==> src/ashp_pkg.sv <==
// Package of constants and types for the converter serial host port.
package ashp_pkg;
  localparam int CFG_WIDTH = 24;
  localparam logic [23:0] CFG_RESET = 24'h000000;
  localparam logic [23:0] CAL_RESET = 24'h000000;
  localparam logic [2:0] MODE_NORMAL = 3'h0;
  localparam logic [2:0] MODE_CAL_RW = 3'h6;
  localparam int MODE_MSB = 23;
  localparam int MODE_LSB = 21;
  localparam int BIPOLAR_BIT = 0;
  localparam int SELF_CLK_DIV = 4;
  localparam int FIFO_DEPTH = 16;

  typedef struct packed {
    logic        bipolar;
    logic [23:0] value;
  } ashp_result_t;

  typedef enum logic [1:0] {
    ST_IDLE  = 2'h0,
    ST_WRITE = 2'h1,
    ST_READ  = 2'h2
  } ashp_state_t;
endpackage

==> src/ashp_fifo.sv <==
// Result buffer FIFO with valid and ready on both sides.
`timescale 1ns/1ps
module ashp_fifo
  import ashp_pkg::*;
#(
  parameter int WIDTH = 25,
  parameter int DEPTH = FIFO_DEPTH
)(
  input  wire logic             sys_clk,
  input  wire logic             rst_b,
  input  wire logic [WIDTH-1:0] in_data,
  input  wire logic             in_valid,
  output logic                  in_ready,
  output logic      [WIDTH-1:0] out_data,
  output logic                  out_valid,
  input  wire logic             out_ready
);
  localparam int AW = $clog2(DEPTH);
  if (DEPTH < 2 || (1 << AW) != DEPTH)
  begin : g_depth_check
    $error("DEPTH must be a power of two");
  end
  logic [WIDTH-1:0] mem [DEPTH];
  logic [AW:0]      wr_r;
  logic [AW:0]      rd_r;
  assign in_ready  = (wr_r - rd_r) != (AW+1)'(DEPTH);
  assign out_valid = wr_r != rd_r;
  assign out_data  = mem[rd_r[AW-1:0]];
  always_ff @(posedge sys_clk)
  begin
    if (in_valid && in_ready)
      mem[wr_r[AW-1:0]] <= in_data;
  end
  always_ff @(posedge sys_clk or negedge rst_b)
  begin
    if (!rst_b)
    begin
      wr_r <= '0;
      rd_r <= '0;
    end
    else
    begin
      if (in_valid && in_ready)
        wr_r <= wr_r + 1'b1;
      if (out_valid && out_ready)
        rd_r <= rd_r + 1'b1;
    end
  end
endmodule // ashp_fifo

==> src/ashp_port.sv <==
// Serial host port top level: framing, shifter, registers and result ready flag.
`timescale 1ns/1ps
module ashp_port
  import ashp_pkg::*;
#(
  parameter int DEPTH = FIFO_DEPTH
)(
  input  wire logic         sys_clk,
  input  wire logic         rst_b,
  input  wire logic         self_clock_mode,
  input  wire logic         write_frame_n,
  input  wire logic         read_frame_n,
  input  wire logic         register_select,
  input  wire logic         serial_clk_in,
  output logic              serial_clk_out,
  output logic              serial_clk_oe,
  input  wire logic         serial_io_line_in,
  output logic              serial_io_line_out,
  output logic              serial_io_line_oe,
  output logic              result_ready_n,
  input  wire logic [23:0]  conv_data,
  input  wire logic         conv_valid,
  output logic              conv_ready,
  input  wire logic         cal_done,
  output logic [23:0]       config_word,
  output logic [23:0]       cal_coeff
);
  if (DEPTH < 2 || (DEPTH & (DEPTH - 1)) != 0)
  begin : g_depth_check
    $error("DEPTH must be a power of two of at least 2");
  end
  if (CFG_WIDTH != 24)
  begin : g_width_check
    $error("The shifter serves a 24-bit word only");
  end
  if (SELF_CLK_DIV < 1 || SELF_CLK_DIV > 256)
  begin : g_div_check
    $error("SELF_CLK_DIV does not fit the divider");
  end


  // ==========================================================
  // Input synchronisers
  logic [1:0] wf_s;
  logic [1:0] rf_s;
  logic [1:0] sel_s;
  logic [1:0] sck_s;
  logic [1:0] sdi_s;
  logic       sck_d_r;

  always_ff @(posedge sys_clk or negedge rst_b)
  begin
    if (!rst_b)
    begin
      wf_s    <= 2'h3;
      rf_s    <= 2'h3;
      sel_s   <= 2'h0;
      sck_s   <= 2'h0;
      sdi_s   <= 2'h0;
      sck_d_r <= 1'b0;
    end
    else
    begin
      wf_s    <= {wf_s[0], write_frame_n};
      rf_s    <= {rf_s[0], read_frame_n};
      sel_s   <= {sel_s[0], register_select};
      sck_s   <= {sck_s[0], serial_clk_in};
      sdi_s   <= {sdi_s[0], serial_io_line_in};
      sck_d_r <= sck_s[1];
    end
  end
  wire wf_low = !wf_s[1];
  wire rf_low = !rf_s[1];
  wire sel    = sel_s[1];

  // ==========================================================
  // Self clock generator
  logic [7:0] div_r;
  logic       sclk_r;
  ashp_state_t state_r;
  wire self_on = self_clock_mode && (state_r != ST_IDLE);
  always_ff @(posedge sys_clk or negedge rst_b)
  begin
    if (!rst_b)
    begin
      div_r  <= 8'h00;
      sclk_r <= 1'b0;
    end
    else if (!self_on)
    begin
      div_r  <= 8'h00;
      sclk_r <= 1'b0;
    end
    else if (div_r == 8'(SELF_CLK_DIV - 1))
    begin
      div_r  <= 8'h00;
      sclk_r <= !sclk_r;
    end
    else
      div_r <= div_r + 8'h01;
  end
  wire self_tick = self_on && (div_r == 8'(SELF_CLK_DIV - 1));
  wire self_rise = self_tick && !sclk_r;
  wire self_fall = self_tick && sclk_r;
  // The external clock is judged on its synchronised copy, so its edges show up two cycles late.
  wire ext_rise  = sck_s[1] && !sck_d_r;
  wire ext_fall  = !sck_s[1] && sck_d_r;
  wire rise = self_clock_mode ? self_rise : ext_rise;
  wire fall = self_clock_mode ? self_fall : ext_fall;

  // ==========================================================
  // Result buffer
  ashp_result_t   fifo_out;
  logic           fifo_valid;
  logic           fifo_pop;
  ashp_result_t   fifo_in;
  assign fifo_in.bipolar = config_word[BIPOLAR_BIT];
  assign fifo_in.value   = conv_data;
  ashp_fifo #(.WIDTH(25), .DEPTH(DEPTH)) u_fifo (
    .sys_clk   (sys_clk),
    .rst_b     (rst_b),
    .in_data   (fifo_in),
    .in_valid  (conv_valid),
    .in_ready  (conv_ready),
    .out_data  (fifo_out),
    .out_valid (fifo_valid),
    .out_ready (fifo_pop)
  );
  // Offset binary flips the sign bit of a two's complement sample.
  function automatic logic [23:0] encode(input ashp_result_t r);
    encode = r.bipolar ? {~r.value[23], r.value[22:0]} : r.value;
  endfunction

  // ==========================================================
  // Frame state machine and shifter
  logic [23:0] shift_r;
  logic [4:0]  cnt_r;
  logic        src_result_r;
  logic        cal_flag_r;
  logic        sdo_r;
  logic [23:0] load_word;
  wire [2:0] mode        = config_word[MODE_MSB:MODE_LSB];
  wire       result_read = sel && (mode == MODE_NORMAL);
  wire       ready_now   = fifo_valid || cal_flag_r;
  wire       word_full   = cnt_r == 5'(CFG_WIDTH);
  wire       read_start  = (state_r == ST_IDLE) && !wf_low && rf_low && (!result_read || ready_now);
  wire       wr_shift    = (state_r == ST_WRITE) && wf_low && rise && !word_full;
  wire       rd_shift    = (state_r == ST_READ) && rf_low && fall && !word_full;

  // The first bit stands on the line from frame start, before any falling edge.
  always_comb
  begin
    if (!sel)
      load_word = config_word;
    else if (result_read)
      load_word = fifo_valid ? encode(fifo_out) : 24'h000000;
    else
      load_word = cal_coeff;
  end

  always_ff @(posedge sys_clk or negedge rst_b)
  begin
    if (!rst_b)
      state_r <= ST_IDLE;
    else
    begin
      case (state_r)
        ST_IDLE:
        begin
          if (wf_low)
            state_r <= ST_WRITE;
          else if (read_start)
            state_r <= ST_READ;
        end
        ST_WRITE:
        begin
          if (!wf_low)
            state_r <= ST_IDLE;
        end
        ST_READ:
        begin
          if (!rf_low)
            state_r <= ST_IDLE;
        end
        default:
          state_r <= ST_IDLE;
      endcase
    end
  end

  // The counter stops at the word length, so pulses past it fall away.
  always_ff @(posedge sys_clk or negedge rst_b)
  begin
    if (!rst_b)
      cnt_r <= 5'h00;
    else if (state_r == ST_IDLE)
      cnt_r <= 5'h00;
    else if (wr_shift || rd_shift)
      cnt_r <= cnt_r + 5'h01;
  end

  always_ff @(posedge sys_clk or negedge rst_b)
  begin
    if (!rst_b)
      shift_r <= 24'h000000;
    else if (read_start)
      shift_r <= load_word;
    else if (wr_shift)
      shift_r <= {shift_r[22:0], sdi_s[1]};
    else if (rd_shift)
      shift_r <= {shift_r[22:0], 1'b0};
  end

  always_ff @(posedge sys_clk or negedge rst_b)
  begin
    if (!rst_b)
      src_result_r <= 1'b0;
    else if (read_start)
      src_result_r <= result_read;
  end

  always_ff @(posedge sys_clk or negedge rst_b)
  begin
    if (!rst_b)
      sdo_r <= 1'b0;
    else if (read_start)
      sdo_r <= load_word[23];
    else if (rd_shift)
      sdo_r <= shift_r[22];
  end
  wire write_done = (state_r == ST_WRITE) && !wf_low && word_full;
  wire read_done  = rd_shift && (cnt_r == 5'(CFG_WIDTH - 1));

  // ==========================================================
  // Registers
  // A write commits only when the strobe rises with a full word, so a cut frame changes nothing.
  always_ff @(posedge sys_clk or negedge rst_b)
  begin
    if (!rst_b)
    begin
      config_word <= CFG_RESET;
      cal_coeff   <= CAL_RESET;
    end
    else if (write_done)
    begin
      if (!sel)
        config_word <= shift_r;
      else if (mode == MODE_CAL_RW)
        cal_coeff <= shift_r;
    end
  end

  // ==========================================================
  // Result ready flag
  assign fifo_pop = read_done && src_result_r && fifo_valid;
  // Calibration completion is held until a result word is read, so it is never missed.
  always_ff @(posedge sys_clk or negedge rst_b)
  begin
    if (!rst_b)
      cal_flag_r <= 1'b0;
    else if (cal_done)
      cal_flag_r <= 1'b1;
    else if (read_done && src_result_r)
      cal_flag_r <= 1'b0;
  end

  always_ff @(posedge sys_clk or negedge rst_b)
  begin
    if (!rst_b)
      result_ready_n <= 1'b1;
    else if (read_done && src_result_r)
      result_ready_n <= 1'b1;
    else if (state_r == ST_IDLE && ready_now)
      result_ready_n <= 1'b0;
  end

  // ==========================================================
  // Pin drivers
  // The line is let go as soon as the synchronised read strobe rises.
  assign serial_clk_out     = sclk_r;
  assign serial_clk_oe      = self_on;
  assign serial_io_line_out = sdo_r;
  assign serial_io_line_oe  = (state_r == ST_READ) && rf_low;
endmodule // ashp_port

==> config.mk <==
export PLATFORM = sky130hd
export DESIGN_NAME = ashp_port
export DESIGN_NICKNAME = d
export VERILOG_FILES = /design/src/ashp_pkg.sv /design/src/ashp_fifo.sv /design/src/ashp_port.sv
export SDC_FILE = /design/constraint.sdc
export NUM_CORES = 1
export LEC_CHECK = 0
export ABC_AREA = 0
export BUFFER_PORTS_ARGS = -buffer_cell sky130_fd_sc_hd__buf_2
export CAP_MARGIN = 10
export CORE_MARGIN = 8
export CORE_UTILIZATION = 40
export DETAILED_ROUTE_END_ITERATION = 8
export GPL_TIMING_DRIVEN = 0
export SLEW_MARGIN = 20
export SYNTH_ARGS = -nofsm -noshare
export SYNTH_HDL_FRONTEND = slang
export SYNTH_SLANG_ARGS = --single-unit
==> constraint.sdc <==
create_clock -name sys_clk -period 6.22 [get_ports sys_clk]
set_input_delay 1.555 -clock sys_clk [delete_from_list [all_inputs] [get_ports sys_clk]]
set_output_delay 1.555 -clock sys_clk [all_outputs]
set_load 0.05 [all_outputs]
**Word level (Yosys, flattened, before mapping)**

Memory sizes are Yosys's and may differ from the RTL's.
Cells that the tools add are included.

- Add/sub/neg operators: 5
- Equal/unequal tests: 12
- Multiplexer cells: 28
- Bitwise operators: 2
- Reduce and logical (&&, ||, !) cells: 45

Operators by type and width:

| kind | number |
|---|---|
| 24-bit two-way mux | 7 |
| 1-bit logical AND | 24 |
| 8-bit two-way mux | 2 |
| 5-bit by 1-bit adder with 5-bit output (second input constant) | 3 |
| 1-bit two-way mux | 12 |
| 5-bit equality test (second input constant) | 2 |
| 5-bit two-way mux | 2 |
| 2-bit nonzero test | 5 |
| 8-bit by 1-bit adder with 8-bit output (second input constant) | 1 |
| 8-bit by 2-bit equality test with 1-bit output (second input constant) | 1 |
| 2-bit two-way mux | 4 |
| 1-bit zero test | 7 |
| 2-bit one-hot mux with 3 select lines | 1 |
| 3-bit AND reduction | 2 |
| 5-bit inequality test | 1 |
| 5-bit inequality test (second input constant) | 1 |
| 5-bit subtractor | 1 |
| 2-bit inequality test (second input constant) | 2 |
| 3-bit equality test (second input constant) | 1 |
| 3-bit zero test | 1 |
| 1-bit logical OR | 3 |
| 3-bit inequality test (second input constant) | 1 |
| 3-bit nonzero test | 1 |
| 2-bit by 1-bit equality test with 1-bit output (second input constant) | 1 |
| 5 further kinds | 6 |

- Flip-flop bits (word level): 113
- RAM bits: 400
- Bits of input ports: 34
- Word-level logic and storage cells: 112
- Memories: 1

Memories:

| memory | words | bits a word | rd ports | clocked after memory_dff | write ports | RTL line | text |
|---|---|---|---|---|---|---|---|
| u_fifo.mem | 16 | 25 | 1 | 0 | 1 | ashp_fifo.sv:23 | `logic [WIDTH-1:0] mem [DEPTH];` |

**Longest topological paths before layout**

- Word-level depth: 11
- Depth in mapped cells: 12
- Depth with buffers taken out: 8

**Modules after synthesis**

A second synthesis with hierarchy kept.

- Cells, all modules: 1245
- Area, all modules: 20938.8 µm²

Modules (own cells, without submodules):

| module | instances | cells each | area an instance (µm²) | sequential area each (µm²) |
|---|---|---|---|---|
| ashp_fifo | 1 | 805 | 16234.3 | 12261.8 |
| ashp_port | 1 | 440 | 4704.5 | 2583.7 |

**Least setup slack after synthesis**

No wires, ideal clock.

- Path kind: reg-to-reg
- From: reg u_fifo.rd_r[1]
- To: mem u_fifo.mem[3][0], enable pin
- Setup time: 438 ps
- Arrival: 4492 ps
- Data required time: 5782 ps
- Path slack: 1290 ps
- Cell stages (with the launch flop): 12
- Path buffers: 3
- Cells stage by stage: dfrtp_1 buf_4 buf_2 clkinv_1 clkbuf_1 ha_1 nor2b_1 o21a_1 o211a_1 o2111ai_4 nand3_1 nor3_1

- Longest elaborated chain between the ends: 5

Ends and longest elaborated chain:

| element | RTL line | text |
|---|---|---|
| start: declaration | ashp_fifo.sv:25 | `logic [AW:0] rd_r;` |
| start signal: assignment | ashp_fifo.sv:46 | `rd_r <= rd_r + 1'b1;` |
| 5-bit subtractor | ashp_fifo.sv:26 | `assign in_ready = (wr_r - rd_r) != (AW+1)'(DEPTH);` |
| 5-bit inequality test | ashp_fifo.sv:26 |  |
| via conv_ready | ashp_port.sv:23 | `output logic conv_ready,` |
| 1-bit logical AND | ashp_fifo.sv:31 | `if (in_valid && in_ready)` |
| 1-bit two-way mux | ashp_fifo.sv:31 |  |
| 1-bit two-way mux (not written as such) | ashp_fifo.sv:32 | `mem[wr_r[AW-1:0]] <= in_data;` |
| end: declaration | ashp_fifo.sv:23 |  |

The timed path passes the listed nets, and every way through them passes these cells.

**Worst setup path in the final report**

- From: reg u_fifo.rd_r[1]
- To: out conv_ready

- Longest elaborated chain between the ends: 2

Ends and longest elaborated chain:

| element | RTL line |
|---|---|
| 5-bit subtractor | ashp_fifo.sv:26 |
| 5-bit inequality test | ashp_fifo.sv:26 |
| end: declaration | ashp_port.sv:23 |

Every way passes these cells.

==> impl_metrics.tcl <==
set metrics [dict create \
    finalHoldViolCount 0 \
    ff2ff_setup_slack_ns 1.22 \
    tritoncts "built" \
    routed_wl_um 49800 \
    synthCells 1199 \
    clock_latency_ns 0.61 \
    netlist_area_um2 20900 \
    antenna_cells 0 \
    powerDensity_nw_per_um2 337 \
    end_kind "output port" \
    worst_slack_ns 0.569 \
    fillers 4451 \
    cts-resized-gates 0 \
    routedWlPerCell_um 23.8 \
    hold_buffers 0 \
    r2r_start "u_fifo.rd_r[1]$_DFFE_PN0P_" \
    yosys_most_used_dff "edfxtp_1" \
    io_pins 88 \
    highest_layer "met5" \
    ys_seq_area_share_pct 71.0 \
    synth_async_sr_flop_share_pct 22.0 \
    crit_path_max_fanout 10 \
    min_delay_path_depth 0 \
    die_w_um 245 \
    cts_buffers 53 \
    finalClockSkew_ns 0.0250 \
    drv_cap 0 \
    crit_path_start_kind "register" \
    clockBufferDepth 3 \
    synth_nets 1245 \
    start_util_pct 40.6 \
    hold-worst-slack_ns 0.346 \
    yosysWarningCount 0 \
    wl_met2_um 24200 \
    yosysUniqueCellTypes 61 \
    cts_max_level 2 \
    clk_pin_slew_ns 0.06 \
    cts_setup_buffers 0 \
    numClockSinks 513 \
    via_per_inst 5.37 \
    rsz0062_at_grt "no" \
    pre_cts_slack_ns 1.14 \
    timing.final.max_slew_violations 0 \
    leakage_nw 8.82 \
    ant_nets 0 \
    core_area_um2 51500 \
    power_w 0.00825 \
    final_util_pct 47.5 \
    min_path_type "register to register" \
    cts_root_buf "clkbuf_16" \
    synth_edf_count 400 \
    arrival_ns 4.10 \
    first_iter_violations 951 \
    grt_pass1_wl_um 75900 \
    synth_seq_cells 513 \
    gp_congestion 0.781 \
    area_growth_pct 17.1 \
    dieHeight_um 245 \
    required_ns 4.66 \
    worst_slew_pin_slew_ns 1.00 \
    grt_max_degree 66 \
    drc_errors 0 \
    final_common_cell "edfxtp_1" \
    first_pass_iters 5 \
    max_freq_ghz 0.177 \
    io_buffers 87 \
    wl_met1_um 21600 \
    met3_length_um 3070 \
    r2r_cells 13 \
    rows 83 \
    run_status "finished, final reports clean" \
    globalRouteOverflowTotal 0 \
    whs_endpoint "sck_s[1]$_DFF_PN0_" \
    layout-drive-gt1-share_pct 32.0 \
    critical_path_class "register to output port" \
    post-route-min-period_ns 5.65 \
    grt_pass1_vias 12000 \
    track_usage_pct 16.7 \
    fin_crit_sh_pct 90.9 \
    timing.slew.headroom_pct 33.1 \
    nets 1414 \
    min-delay-start "sck_s[0]$_DFF_PN0_" \
    vias 11200 \
    dieArea_um2 59800 \
    final_cell_mix "400 x edfxtp_1, 115 x nand2_1, 108 x dfrtp_1, 105 x buf_2, 97 x mux4_2" \
    vdd_drop_max_mv 0.227 \
    setup_violations 0 \
    synth.avg_cell_area_um2 17.4 \
    antenna_found_initial 1 \
    place_hpwl_um 34400 \
    r2r_end "u_fifo.mem[0][1]$_DFFE_PP_" \
]
## worst max-delay path by stage
stage	startpoint	end	slack (ns)	cells after the start
2_1_floorplan	u_fifo.rd_r[1]$_DFFE_PN0P_	u_fifo.mem[3][0]$_DFFE_PP_	1.29	11
3_3_place_gp	u_fifo.rd_r[1]$_DFFE_PN0P_	u_fifo.mem[1][20]$_DFFE_PP_	-1.54	11
3_5_place_dp	u_fifo.rd_r[1]$_DFFE_PN0P_	u_fifo.mem[0][21]$_DFFE_PP_	1.14	13
4_1_cts	u_fifo.rd_r[1]$_DFFE_PN0P_	conv_ready	0.49	10
5_1_grt	u_fifo.rd_r[1]$_DFFE_PN0P_	conv_ready	0.32	10
6_report	u_fifo.rd_r[1]$_DFFE_PN0P_	conv_ready	0.57	10
## critical path, stage by stage (launching register included)
cell       delay [ns]
dfrtp_1          0.38
buf_4            0.21
buf_2            0.30
clkinv_1         0.37
clkbuf_1         0.46
ha_1             0.48
nor2b_1          0.16
o21a_1           0.18
nor4_1           0.41
o2111ai_4        0.25
buf_2            0.28
## layout make-up
type | instances | area (um^2) | area share [%]
Multi-Input combinational cell | 603 | 5740 | 23.4
Buffer | 66 | 358 | 1.46
Sequential cell | 513 | 14800 | 60.6
Tap cell | 680 | 851 | 3.47
Clock buffer | 62 | 1380 | 5.64
Clock inverter | 37 | 355 | 1.45
Timing Repair Buffer | 114 | 892 | 3.64
Inverter | 17 | 63.8 | 0.261
## logic make-up after synthesis
| logic type | share of synthesized area, % |
|---|---|
| compound gates | 3.75 |
| xor+xnor | 1.17 |
| fa+ha+maj | 0.718 |
| buf+inv | 2.02 |
| flops | 71.0 |
| mux | 14.4 |
| simple gates | 6.91 |
## synthesized netlist by cell type, types with 4 or more instances
cell type | n | area share (%)
edfxtp_1 | 400 | 57
nand2_1 | 115 | 2.1
dfrtp_1 | 108 | 13
mux4_2 | 97 | 10
nand3_1 | 75 | 1.8
mux2_2 | 71 | 3.8
nor2_1 | 54 | 0.97
nor3_1 | 29 | 0.69
o21ai_0 | 26 | 0.62
clkbuf_1 | 23 | 0.41
a311oi_2 | 19 | 1.4
buf_2 | 19 | 0.45
buf_4 | 17 | 0.61
xnor2_1 | 16 | 0.67
ha_1 | 12 | 0.72
inv_1 | 12 | 0.22
xor2_1 | 10 | 0.42
a21oi_1 | 7 | 0.17
nand4_1 | 7 | 0.21
and3_1 | 6 | 0.18
dfstp_2 | 5 | 0.63
nand2b_1 | 5 | 0.15
a311oi_1 | 4 | 0.17
buf_1 | 4 | 0.072
## registers in the layout (all words and copies together) (netlist names)
register            cells
cal_coeff              24
sck_s                   2
u_fifo.wr_r             5
serial_clk_out          1
sel_s                   2
cnt_r                   5
cal_flag_r              1
sdi_s                   2
wf_s                    2
src_result_r            1
div_r                   8
rf_s                    2
config_word            24
state_r                 2
u_fifo.mem            400
serial_io_line_out      1
shift_r                24
u_fifo.rd_r             5
result_ready_n          1
sck_d_r                 1
## per-stage QoR
stage               area [um^2]  instances  TNS, ns
finish                    24500       2092        0
global route              24500       2092        0
CTS                       24500       2092        0
detailed placement        22800       1993        0
global placement          22200       1966  -144.16
floorplan                 20900       1199        0
## power by group
| group | switching (W) | internal, W |
|---|---|---|
| logic | 0.000560 | 0.000325 |
| registers | 0.000132 | 0.00406 |
| clock network | 0.00133 | 0.00184 |
## routing by layer
layer	GRT usage, %	up-vias
met2	27.7	319
met4	3.98	2
met1	22.4	5835
met3	3.64	63
li1	-	5021
met5	0	-
Power figures use the tool's default switching activity.
